## config.mk

```make
export PLATFORM = sky130hd
export DESIGN_NAME = output_channel_divider_config
export DESIGN_NICKNAME = d
export VERILOG_FILES = /design/src/hdl/clkdist_pkg.sv /design/src/hdl/output_channel_divider_config.sv /design/src/hdl/chan_divider.sv /design/src/hdl/clk_out_stage.sv
export SDC_FILE = /design/constraint.sdc
export NUM_CORES = 1
export LEC_CHECK = 0
export BUFFER_PORTS_ARGS = -buffer_cell sky130_fd_sc_hd__clkbuf_2
export CAP_MARGIN = 10
export CORE_MARGIN = 2
export CORE_UTILIZATION = 56
export DETAILED_ROUTE_END_ITERATION = 12
export GPL_ROUTABILITY_DRIVEN = 0
export PLACE_DENSITY = 0.85
export SLEW_MARGIN = 10
export SYNTH_ARGS = -nofsm -noshare
export SYNTH_HDL_FRONTEND = slang
export SYNTH_SLANG_ARGS = --single-unit
```

## constraint.sdc

```tcl
create_clock -name mclk -period 4.23 [get_ports mclk]
set_input_delay 0.423 -clock mclk [delete_from_list [all_inputs] [get_ports mclk]]
set_output_delay 0.423 -clock mclk [all_outputs]
set_load 0.05 [all_outputs]
```

## src/hdl/clkdist_pkg.sv

```systemverilog
/*
  shared constants and carriers for the clock output channel block.
  assumes a 32-bit axi4-lite register bus and one 50 MHz system clock.
*/
package clkdist_pkg;

  localparam int DATA_W = 32;
  localparam int ADDR_W = 16;
  localparam int IDX_W = 12;
  localparam int RATIO_W = 10;
  localparam int PHASE_W = 6;
  localparam int REG_W = 8;

  // register indices; the byte address is four times the index
  localparam logic [IDX_W-1:0] IDX_SYNC_CTRL = 12'h500;
  localparam logic [IDX_W-1:0] IDX_DRV_CFG = 12'h501;
  localparam logic [IDX_W-1:0] IDX_RATIO_LO = 12'h502;
  localparam logic [IDX_W-1:0] IDX_CTRL_HI = 12'h503;
  localparam logic [IDX_W-1:0] IDX_PHASE = 12'h504;
  localparam logic [IDX_W-1:0] IDX_STATUS_CMD = 12'h510;

  // field positions
  localparam int BIT_SYNC_MASK = 4;
  localparam int BIT_PWR_OFF = 3;
  localparam int BIT_RF_SEL = 2;
  localparam int BIT_SW_SYNC = 0;
  localparam int BIT_STAT_SYNCED = 1;
  localparam int BIT_STAT_CLK = 2;
  localparam int BIT_STAT_PWR = 3;

  // reset values
  localparam logic [REG_W-1:0] RST_DRV_CFG = 8'h10;
  localparam logic [REG_W-1:0] RST_RATIO_LO = 8'h00;
  localparam logic [1:0] RST_RATIO_HI = 2'h0;
  localparam logic [PHASE_W-1:0] RST_PHASE = 6'h00;

  // output format codes
  localparam logic [2:0] FMT_OFF = 3'h0;
  localparam logic [2:0] FMT_HSTL = 3'h1;
  localparam logic [2:0] FMT_LVDS = 3'h2;
  localparam logic [2:0] FMT_CMOS_PN = 3'h4;
  localparam logic [2:0] FMT_CMOS_P = 3'h5;
  localparam logic [2:0] FMT_CMOS_N = 3'h6;

  localparam logic [1:0] RESP_OKAY = 2'h0;
  localparam logic [1:0] RESP_SLVERR = 2'h2;

  // layout matches the driver configuration register bit for bit
  typedef struct packed {
    logic cmos33;
    logic [2:0] format;
    logic [1:0] polarity;
    logic strength;
    logic enable;
  } drv_cfg_t;

  typedef struct packed {
    logic p;
    logic n;
    logic p_oe;
    logic n_oe;
    logic boost;
    logic cmos_mode;
  } out_pins_t;

endpackage : clkdist_pkg

```

## src/hdl/output_channel_divider_config.sv

```systemverilog
/*
  one clock output channel: axi4-lite registers, input select, sync,
  divider and output driver control.
  assumes rf1_clk, rf2_clk and sync_in are asynchronous pins slow enough
  (below a quarter of mclk) to be sampled edge by edge.
*/
// Implementation choice: the AXI4-Lite register port.
module output_channel_divider_config
  import clkdist_pkg::*;
(
  // clock and reset
  input wire logic mclk,
  input wire logic srst,
  // axi4-lite write address and data
  input wire logic [clkdist_pkg::ADDR_W-1:0] awaddr,
  input wire logic awvalid,
  output logic awready,
  input wire logic [clkdist_pkg::DATA_W-1:0] wdata,
  input wire logic [3:0] wstrb,
  input wire logic wvalid,
  output logic wready,
  // axi4-lite write response
  output logic [1:0] bresp,
  output logic bvalid,
  input wire logic bready,
  // axi4-lite read
  input wire logic [clkdist_pkg::ADDR_W-1:0] araddr,
  input wire logic arvalid,
  output logic arready,
  output logic [clkdist_pkg::DATA_W-1:0] rdata,
  output logic [1:0] rresp,
  output logic rvalid,
  input wire logic rready,
  // clock inputs and sync pin
  input wire logic rf1_clk,
  input wire logic rf2_clk,
  input wire logic sync_in,
  // output driver
  output clkdist_pkg::out_pins_t first_clock_output
);
  import clkdist_pkg::*;

  localparam int PIN_SYNC = 2;
  localparam int PIN_RF2 = 1;
  localparam int PIN_RF1 = 0;

  // bus holding registers
  logic [IDX_W-1:0] aw_idx_r;
  logic [REG_W-1:0] w_data_r;
  logic w_lane_r;
  logic aw_held_r;
  logic w_held_r;
  logic wr_en;
  logic wr_ok;
  logic [IDX_W-1:0] ar_idx;
  logic [DATA_W-1:0] rd_word;
  logic rd_ok;

  // programmed state
  drv_cfg_t drv_cfg_r;
  logic [REG_W-1:0] ratio_lo_r;
  logic [1:0] ratio_hi_r;
  logic powered_off_r;
  logic rf_sel_r;
  logic [PHASE_W-1:0] phase_r;
  logic sync_mask_r;
  logic synced_r;

  // pin sampling
  logic [2:0] meta_r;
  logic [2:0] stab_r;
  logic [2:0] last_r;

  logic tick;
  logic sw_sync;
  logic sync_evt;
  logic sync_load;
  logic hold;
  logic div_clk;
  logic [RATIO_W-1:0] ratio;

  function automatic logic is_mapped(input logic [IDX_W-1:0] idx);
    is_mapped = idx == IDX_SYNC_CTRL || idx == IDX_DRV_CFG
      || idx == IDX_RATIO_LO || idx == IDX_CTRL_HI || idx == IDX_PHASE
      || idx == IDX_STATUS_CMD;
  endfunction : is_mapped

  // write address channel: one write in flight, released after response
  always_ff @(posedge mclk) begin
    if (srst) begin
      aw_held_r <= 1'b0;
      aw_idx_r <= '0;
      awready <= 1'b1;
    end else if (awvalid && awready) begin
      aw_held_r <= 1'b1;
      aw_idx_r <= awaddr[IDX_W+1:2];
      awready <= 1'b0;
    end else if (bvalid && bready) begin
      aw_held_r <= 1'b0;
      awready <= 1'b1;
    end
  end

  // write data channel, independent of the address channel
  always_ff @(posedge mclk) begin
    if (srst) begin
      w_held_r <= 1'b0;
      w_data_r <= '0;
      w_lane_r <= 1'b0;
      wready <= 1'b1;
    end else if (wvalid && wready) begin
      w_held_r <= 1'b1;
      w_data_r <= wdata[REG_W-1:0];
      w_lane_r <= wstrb[0];
      wready <= 1'b0;
    end else if (bvalid && bready) begin
      w_held_r <= 1'b0;
      wready <= 1'b1;
    end
  end

  // registers are eight bits wide, so only byte lane 0 writes them
  assign wr_en = aw_held_r && w_held_r && !bvalid;
  assign wr_ok = wr_en && w_lane_r;

  always_ff @(posedge mclk) begin
    if (srst) begin
      bvalid <= 1'b0;
      bresp <= RESP_OKAY;
    end else if (wr_en) begin
      bvalid <= 1'b1;
      bresp <= is_mapped(aw_idx_r) ? RESP_OKAY : RESP_SLVERR;
    end else if (bready) begin
      bvalid <= 1'b0;
    end
  end

  // driver configuration
  always_ff @(posedge mclk) begin
    if (srst) begin
      drv_cfg_r <= RST_DRV_CFG;
    end else if (wr_ok && aw_idx_r == IDX_DRV_CFG) begin
      drv_cfg_r <= w_data_r;
    end
  end

  // divide ratio and channel control
  always_ff @(posedge mclk) begin
    if (srst) begin
      ratio_lo_r <= RST_RATIO_LO;
      ratio_hi_r <= RST_RATIO_HI;
      powered_off_r <= 1'b0;
      rf_sel_r <= 1'b0;
    end else if (wr_ok && aw_idx_r == IDX_RATIO_LO) begin
      ratio_lo_r <= w_data_r;
    end else if (wr_ok && aw_idx_r == IDX_CTRL_HI) begin
      ratio_hi_r <= w_data_r[1:0];
      powered_off_r <= w_data_r[BIT_PWR_OFF];
      rf_sel_r <= w_data_r[BIT_RF_SEL];
    end
  end

  always_ff @(posedge mclk) begin
    if (srst) begin
      phase_r <= RST_PHASE;
      sync_mask_r <= 1'b0;
    end else if (wr_ok && aw_idx_r == IDX_PHASE) begin
      phase_r <= w_data_r[PHASE_W-1:0];
    end else if (wr_ok && aw_idx_r == IDX_SYNC_CTRL) begin
      sync_mask_r <= w_data_r[BIT_SYNC_MASK];
    end
  end

  assign ratio = {ratio_hi_r, ratio_lo_r};

  // read channel: data registered on the same edge that takes the address
  assign ar_idx = araddr[IDX_W+1:2];

  always_comb begin
    rd_word = '0;
    rd_ok = 1'b1;
    if (ar_idx == IDX_SYNC_CTRL) begin
      rd_word[BIT_SYNC_MASK] = sync_mask_r;
    end else if (ar_idx == IDX_DRV_CFG) begin
      rd_word[REG_W-1:0] = drv_cfg_r;
    end else if (ar_idx == IDX_RATIO_LO) begin
      rd_word[REG_W-1:0] = ratio_lo_r;
    end else if (ar_idx == IDX_CTRL_HI) begin
      rd_word[1:0] = ratio_hi_r;
      rd_word[BIT_PWR_OFF] = powered_off_r;
      rd_word[BIT_RF_SEL] = rf_sel_r;
    end else if (ar_idx == IDX_PHASE) begin
      rd_word[PHASE_W-1:0] = phase_r;
    end else if (ar_idx == IDX_STATUS_CMD) begin
      rd_word[BIT_STAT_SYNCED] = synced_r;
      rd_word[BIT_STAT_CLK] = div_clk;
      rd_word[BIT_STAT_PWR] = powered_off_r;
    end else begin
      rd_ok = 1'b0;
    end
  end

  always_ff @(posedge mclk) begin
    if (srst) begin
      arready <= 1'b1;
      rvalid <= 1'b0;
      rdata <= '0;
      rresp <= RESP_OKAY;
    end else if (arvalid && arready) begin
      arready <= 1'b0;
      rvalid <= 1'b1;
      rdata <= rd_word;
      rresp <= rd_ok ? RESP_OKAY : RESP_SLVERR;
    end else if (rvalid && rready) begin
      arready <= 1'b1;
      rvalid <= 1'b0;
    end
  end

  // pin synchronisers; the edge detectors read the second and third stages, never the first
  always_ff @(posedge mclk) begin
    if (srst) begin
      meta_r <= '0;
      stab_r <= '0;
      last_r <= '0;
    end else begin
      meta_r <= {sync_in, rf2_clk, rf1_clk};
      stab_r <= meta_r;
      last_r <= stab_r;
    end
  end

  // each edge of the input clock is one half period of divider time;
  // changing the select mid-run may cost or add one half period
  assign tick = rf_sel_r
    ? stab_r[PIN_RF2] ^ last_r[PIN_RF2]
    : stab_r[PIN_RF1] ^ last_r[PIN_RF1];

  assign sw_sync = wr_ok && aw_idx_r == IDX_STATUS_CMD
    && w_data_r[BIT_SW_SYNC];
  assign sync_evt = sw_sync || (stab_r[PIN_SYNC] && !last_r[PIN_SYNC]);
  assign sync_load = sync_evt && !sync_mask_r && !powered_off_r;
  assign hold = !sync_mask_r && !synced_r;

  // an unmasked channel stays static until a sync; a masked channel runs without one
  always_ff @(posedge mclk) begin
    if (srst || powered_off_r) begin
      synced_r <= 1'b0;
    end else if (sync_load) begin
      synced_r <= 1'b1;
    end
  end

  chan_divider #(
    .RATIO_W(RATIO_W),
    .PHASE_W(PHASE_W)
  ) u_divider (
    .mclk(mclk),
    .srst(srst),
    .tick(tick),
    .ratio(ratio),
    .phase(phase_r),
    .powered_off(powered_off_r),
    .hold(hold),
    .sync_load(sync_load),
    .div_clk(div_clk)
  );

  clk_out_stage u_out_stage (
    .mclk(mclk),
    .srst(srst),
    .div_clk(div_clk),
    .cfg(drv_cfg_r),
    .pins(first_clock_output)
  );
endmodule : output_channel_divider_config

```

## src/hdl/chan_divider.sv

```systemverilog
/*
  channel divider counting half periods of its selected input clock.
  assumes tick marks each edge of the input clock, one mclk pulse per edge.
*/
module chan_divider #(
  parameter int RATIO_W = 10,
  parameter int PHASE_W = 6
) (
  // clock and reset
  input wire logic mclk,
  input wire logic srst,
  // control
  input wire logic tick,
  input wire logic [RATIO_W-1:0] ratio,
  input wire logic [PHASE_W-1:0] phase,
  input wire logic powered_off,
  input wire logic hold,
  input wire logic sync_load,
  // divided clock
  output logic div_clk
);
  logic [RATIO_W-1:0] cnt_r;
  logic [PHASE_W-1:0] delay_r;

  // toggling every ratio+1 half periods gives a period of ratio+1 inputs
  always_ff @(posedge mclk) begin
    if (srst || powered_off) begin
      cnt_r <= '0;
      delay_r <= '0;
      div_clk <= 1'b0;
    end else if (sync_load) begin
      cnt_r <= '0;
      delay_r <= phase;
      div_clk <= 1'b0;
    end else if (tick && !hold) begin
      if (delay_r != '0) begin
        delay_r <= delay_r - 1'b1;
      end else if (cnt_r == ratio) begin
        cnt_r <= '0;
        div_clk <= ~div_clk;
      end else begin
        cnt_r <= cnt_r + 1'b1;
      end
    end
  end
endmodule : chan_divider

```

## src/hdl/clk_out_stage.sv

```systemverilog
/*
  output driver mapping: format, polarity, enable and strength to pin legs.
  assumes the divided clock and configuration come from the same mclk.
*/
module clk_out_stage
  import clkdist_pkg::*;
(
  // clock and reset
  input wire logic mclk,
  input wire logic srst,
  // source
  input wire logic div_clk,
  input wire clkdist_pkg::drv_cfg_t cfg,
  // driver
  output clkdist_pkg::out_pins_t pins
);
  logic drv_on;
  logic p_act;
  logic n_act;
  logic cmos_fmt;
  out_pins_t pins_nxt;

  always_comb begin
    cmos_fmt = cfg.format == FMT_CMOS_PN || cfg.format == FMT_CMOS_P
      || cfg.format == FMT_CMOS_N;
    // reserved codes and the off code activate no leg
    p_act = cfg.format == FMT_HSTL || cfg.format == FMT_LVDS
      || cfg.format == FMT_CMOS_PN || cfg.format == FMT_CMOS_P;
    n_act = cfg.format == FMT_HSTL || cfg.format == FMT_LVDS
      || cfg.format == FMT_CMOS_PN || cfg.format == FMT_CMOS_N;
    drv_on = cfg.cmos33 ? 1'b1 : cfg.enable;
    pins_nxt.cmos_mode = cfg.cmos33 || cmos_fmt;
    pins_nxt.p_oe = drv_on && p_act;
    pins_nxt.n_oe = drv_on && n_act;
    if (pins_nxt.cmos_mode) begin
      pins_nxt.p = div_clk ^ cfg.polarity[1];
      // the n leg is inverted when both polarity bits agree
      pins_nxt.n = div_clk ^ (cfg.polarity[1] ~^ cfg.polarity[0]);
    end else begin
      pins_nxt.p = div_clk;
      pins_nxt.n = ~div_clk;
    end
    // 1.8 v cmos and hstl stay at low strength
    pins_nxt.boost = cfg.strength
      && (cfg.cmos33 || cfg.format == FMT_LVDS);
  end

  always_ff @(posedge mclk) begin
    if (srst) begin
      pins <= '0;
    end else begin
      pins <= pins_nxt;
    end
  end

endmodule : clk_out_stage

```

# == Yosys cells after proc, flatten, opt, wreduce, memory -nomap -nowiden ==
# Index checks and enable logic that the tools add are counted.
# word_totals
reg_bits,100
input_bits,78
output_inout_bits,47
elab_cells,162
# classes
n_addsub,2
n_eq_ne,18
n_mux,39
bitwise_logic,9
reduce_logical,57
# op_table
op,n
== test 12 x 11 -> 1 bit (second input constant),12
two-way mux 6 bit,4
logical AND 1 bit,23
two-way mux 1 bit,22
logical OR 1 bit,15
two-way mux 2 bit,6
nonzero test 2 bit,6
adder 10 x 1 -> 10 bit (second input constant),1
== test 10 bit,1
two-way mux 10 bit,1
== test 3 bit (second input constant),3
two-way mux 3 bit,3
two-way mux 4 bit,2
two-way mux 8 bit,1
AND reduction 2 bit,4
zero test 1 bit,6
nonzero test 6 bit,1
subtractor 6 x 1 -> 6 bit (second input constant),1
NOT 1 bit,4
bitwise XOR 1 bit,4
== test 3 x 1 -> 1 bit (second input constant),1
== test 3 x 2 -> 1 bit (second input constant),1
AND reduction 3 bit,1
OR reduction 2 bit,1
XNOR 1 bit,1

# == Logic depth before layout (Yosys ltp) ==
# depth
word_depth,10
mapped_depth,7
mapped_depth_nobuf,7

# == Hierarchy ==
# From an unflattened synthesis, not the netlist that was laid out.
# unflattened
cells_unflattened,524
hier_area_um2,4615.7
# modules_own_cells
mod,n_inst,cells_per_inst,area_each_um2,seq_area_each_um2
output_channel_divider_config,1,380,3313.2,1501.4
chan_divider,1,118,1058.5,340.3
clk_out_stage,1,26,244.0,120.1

# == Worst setup path before layout ==
# OpenSTA, ideal clock, no wires.
# synth_path
kind,register -> register
start,register bvalid
end,register drv_cfg_r[4] in the netlist's numbering
setup_ns,0.120
arrival_ns,1.780
t_required_ns,4.110
slack_ns,2.330
stages_incl_launch_ff,8
n_path_buf,1
synth_period_minus_slack_ns,1.900
path_cell_list,dfxtp_1 and3b_1 nand3_1 nor3b_2 and3b_1 buf_4 nor2_1 a211o_1
# synth_between
elab_chain_cells,4
# synth_lines
item,line_no,text
start: declaration,output_channel_divider_config.sv:24,"output logic bvalid,"
start signal: assignment,output_channel_divider_config.sv:128,bvalid <= 1'b0;
start signal: assignment,output_channel_divider_config.sv:131,bvalid <= 1'b1;
start signal: assignment,output_channel_divider_config.sv:134,bvalid <= 1'b0;
zero test 1 bit,output_channel_divider_config.sv:123,assign wr_en = aw_held_r && w_held_r && !bvalid;
logical AND 1 bit,output_channel_divider_config.sv:123,
logical AND 1 bit,output_channel_divider_config.sv:124,assign wr_ok = wr_en && w_lane_r;
logical AND 1 bit,output_channel_divider_config.sv:142,end else if (wr_ok && aw_idx_r == IDX_DRV_CFG) begin
end signal: assignment,output_channel_divider_config.sv:143,drv_cfg_r <= w_data_r;
end: declaration,output_channel_divider_config.sv:60,drv_cfg_t drv_cfg_r;
# No other way between the ends.
# A chain may end at the register's enable or synchronous reset.

# == Worst setup path after layout ==
# layout_path
start,register aw_idx_r[3]
end,register ratio_lo_r[4]
# layout_between
elab_chain_cells,2
# layout_lines
item,line_no,text
start: declaration,output_channel_divider_config.sv:48,logic [IDX_W-1:0] aw_idx_r;
start signal: assignment,output_channel_divider_config.sv:96,aw_idx_r <= awaddr[IDX_W+1:2];
== test 12 x 11 -> 1 bit,output_channel_divider_config.sv:154,end else if (wr_ok && aw_idx_r == IDX_RATIO_LO) begin
logical AND 1 bit,output_channel_divider_config.sv:154,
end signal: assignment,output_channel_divider_config.sv:155,ratio_lo_r <= w_data_r;
end: declaration,output_channel_divider_config.sv:61,logic [REG_W-1:0] ratio_lo_r;
# No other way between the ends.

==> impl_summary.txt <==
----------------------------------------------------
[Routing]
  Average wire per cell in the routed design ... approximately 14 um
  Total routed wirelength ... about 9.9 mm
  Number of DRC violations after detailed-routing iteration 0 ... ~280
  ANT nets after route ... 0
  DR DRC count ... 0
  Total vias in the final route ... about 3800
  Number of iterations in the first detailed-routing pass ... 4
  Via density per instance ... roughly 5.5

[Layout]
  Share of layout cells above drive strength 1 ... between 15 and 20%
  Sequential cell area ... around 2000 um^2
  Fill cell instance count of the final layout ... 650
  Final Instance Count excl. Fillers ... 687
  Number of antenna repair diodes ... 0
  Final cell area excluding filler cells ... a little under 5000 um^2
  Most common cell after layout, fill and taps aside ... sky130_fd_sc_hd__dfxtp_1
  Synth-to-layout area growth ... 10.2%
  Commonest non-fill, non-tap cells in the layout ... sky130_fd_sc_hd__dfxtp_1 (98), sky130_fd_sc_hd__nand2_1 (76), sky130_fd_sc_hd__nor2_1 (64), sky130_fd_sc_hd__clkbuf_2 (63), sky130_fd_sc_hd__a21oi_1 (52)
  Final cell utilization of the core ... 63.6%
  Multi-input combinational cell area ... about 2300 um^2
  Number of nets at the end of the flow ... 660

[Logic synthesis]
  EDFF count, synth ... 0
  Sequential fraction of the synthesis area ... 44.0%
  Post-synthesis cell count ... approximately 530
  Synth Warn # ... 0
  Seq cells post-synth ... 98
  Largest cells by area after synthesis ... sky130_fd_sc_hd__dfxtp_1 (44%), sky130_fd_sc_hd__nand2_1 (6.4%), sky130_fd_sc_hd__mux2i_1 (6.3%)
  Leading area contributor after synthesis ... sky130_fd_sc_hd__dfxtp_1
  Async set or reset register ratio after synthesis ... 0%
  Prevailing post-synth register cell ... sky130_fd_sc_hd__dfxtp_1
  Unique cell type count in the Yosys netlist ... between 50 and 60
  Post-synthesis area per instance ... about 8.5 um^2
  Top cell type's share of synthesized area ... between 40% and 50%
  Area of the mapped netlist ... about 4500 um^2

[Placed design]
  Port-buffer cells ... between 60 and 70
  Worst setup slack after placement ... approximately 1700 ps
  Cell count after placement ... around 670
  Post-DP HPWL ... about 7.3 mm
  Standard cell area after detailed placement ... about 4700 um^2

[Global routing]
  Global-route wire length before repair ... 16.2 mm
  Aggregate global routing overflow ... 0
  Pin count of the biggest net entering global routing ... 45
  Number of antenna violations at the first check in global routing ... 0
  Overall fraction of global-route tracks in use ... 23.5%
  Via count of the first global-routing pass ... about 3500

[CTS]
  Cts hold-fix bufs ... 0
  Num CTS Buffers ... 9
  Clock Sinks ... roughly 100
  Cell at the root of the clock tree ... sky130_fd_sc_hd__clkbuf_8
  Number of resized instances in the post-cts repair step ... 0
  H-tree Lvls ... 3
  Clock transition at the registers of the reported paths ... ~90 ps
  Post-CTS setup repair buffer count ... 0
  Clock insertion delay at the later pin of the skew report ... ~370 ps
  CTS tree ... yes
  Maximum count of clock buffers along a single path ... 2

[Power]
  Pleak ... 1.93 nW
  Peak supply drop ... approximately 0.23 mV
  Total chip power ... 1.73 mW
  Areal power density over the cells ... 352 nW/um^2

[Floorplan]
  Row cnt ... 32
  Die outline area ... approximately 8700 um^2
  Floorplan core area ... between 7000 and 8000 um^2
  Die Ht ... between 90 and 100 um
  Top Ports ... about 130
  Die X ... 93.2 um
  Effective utilization at floorplan ... between 50% and 60%

[Min path]
  Worst Hold Class ... primary input to register
  End of the worst hold path ... w_data_r[0]$_SDFFE_PP0P_
  Worst hold path depth ... 3
  Worst hold start ... wdata[0]

[STA]
  Post-layout min period ... 2540 ps
  Timing-limited maximum frequency ... just under 400 MHz
  Fin Clk Skew ... between 10 and 15 ps
  Period utilisation layout ... 60.0%
  Final worst-path setup slack ... about 1700 ps
  Final Hold Viols ... 0
  Final number of max-transition violations ... 0
  Total Negative Setup Slacks ... 0 ps
  Hold_ws ... about 260 ps
  Final setup vio count ... 0
  RSZ-0062 raised after global routing ... false
  Slew margin rel. ... roughly 18%
  Tightest Pin Transition ... ~1200 ps

[Worst setup path]
  Sort of element at the start of the critical path ... register
  Element type at the critical path end ... register
  Cell depth of the worst flop-to-flop path ... 5
  Critical path fanouts, max ... 8
  Crit Path Category ... register to register
  Endpoint of the most critical register-to-register path ... ratio_lo_r[4]$_SDFFE_PP0P_
  Data required time of the critical path ... roughly 4500 ps
  Critical path data arrival time ... 2790 ps
  Register-to-register path setup slack ... around 1700 ps
  Launching point of the worst reg2reg path ... aw_idx_r[3]$_SDFFE_PP0P_

[Status]
  Run status ... completed

[Job]
  Maximum Capacitance Violations ... 0

----------------------------------------------------
==> how the worst max path moves through the flow <==
| stage | startpoint | end | cells after the start |
|---|---|---|---|
| 5_1_grt | aw_idx_r[3]$_SDFFE_PP0P_ | ratio_lo_r[1]$_SDFFE_PP0P_ | 5 |
| 4_1_cts | aw_idx_r[3]$_SDFFE_PP0P_ | ratio_lo_r[4]$_SDFFE_PP0P_ | 5 |
| 2_1_floorplan | bvalid$_SDFFE_PP0P_ | drv_cfg_r[4]$_SDFFE_PP1P_ | 7 |
| 3_3_place_gp | aw_idx_r[3]$_SDFFE_PP0P_ | ratio_lo_r[3]$_SDFFE_PP0P_ | 5 |
| 6_report | aw_idx_r[3]$_SDFFE_PP0P_ | ratio_lo_r[4]$_SDFFE_PP0P_ | 5 |
| 3_5_place_dp | aw_idx_r[3]$_SDFFE_PP0P_ | ratio_lo_r[4]$_SDFFE_PP0P_ | 5 |
==> registers in the layout, summed over array words and instances, names as in the netlist, 2 cells and up <==
signal / flops
ratio_lo_r: 8
meta_r: 3
last_r: 3
u_divider.cnt_r: 10
ratio_hi_r: 2
stab_r: 3
u_divider.delay_r: 6
u_out_stage.pins: 6
rdata: 8
w_data_r: 8
aw_idx_r: 12
phase_r: 6
drv_cfg_r: 8
==> worst max-delay path: stages, from the launching register on <==
cell and delay [ps]:
sky130_fd_sc_hd__dfxtp_1 340, sky130_fd_sc_hd__nor4_1 460, sky130_fd_sc_hd__nand4_1 220, sky130_fd_sc_hd__nor4b_2 1030, sky130_fd_sc_hd__mux2i_1 300, sky130_fd_sc_hd__nor2_1 50
==> routing by layer <==
layer  vias up  routed length (um)  part of all wire [%]  global-route usage, %
li1       1859                   -                     -                      -
met1      1745                4300                    44                   29.4
met2       147                4750                    48                   40.0
met3        17                 639                   6.5                   4.51
met4         0                 171                   1.7                   9.19
met5         -                   0                     0                      0
==> synth_stat cells (all sizes together) (2+ instances only) <==
cell type	number
or3	2
o21ai	21
nor2b	13
mux2i	28
and3b	3
nand4	7
ha	2
nand3b	9
and2	4
a21oi	53
nor4bb	3
o21bai	4
nand2	76
and3	5
xor2	11
buf	29
nor3	9
nand2b	5
nor3b	3
nor4	3
clkbuf	17
nor2	67
nand3	6
dfxtp	98
a31oi	2
a211o	3
a22oi	5
nor4b	2
o22ai	2
xnor2	14
inv	5
==> final cells by class <==
cell class	count	area share [%]
Clock inverter	5	0.790
Inverter	5	0.382
Clock buffer	11	2.88
Sequential cell	98	39.9
Multi-Input combinational cell	402	46.8
Timing Repair Buffer	64	6.57
Tap cell	102	2.60
==> power breakdown <==
group | switching (mW) | leakage [nW] | internal [mW]
Clock | 0.320 | 0.0899 | 0.233
Sequential | 0.0243 | 0.797 | 0.948
Combinational | 0.149 | 1.04 | 0.0537
==> cell families (layout without fill, tap and decap cells) <==
logic type,after synthesis,after routing,synth area share (%)
muxes,29,29,6.54
adders and majority gates,2,2,0.561
and+or+nand+nor,220,220,24.3
buffers and inverters,51,85,6.63
other,1,26,0.0841
AOI/OAI and AO/OA,100,100,12.9
DFF,98,98,44.0
xor gates and xnor gates,25,25,4.91
No activity file was read; power rests on OpenSTA's default activity.
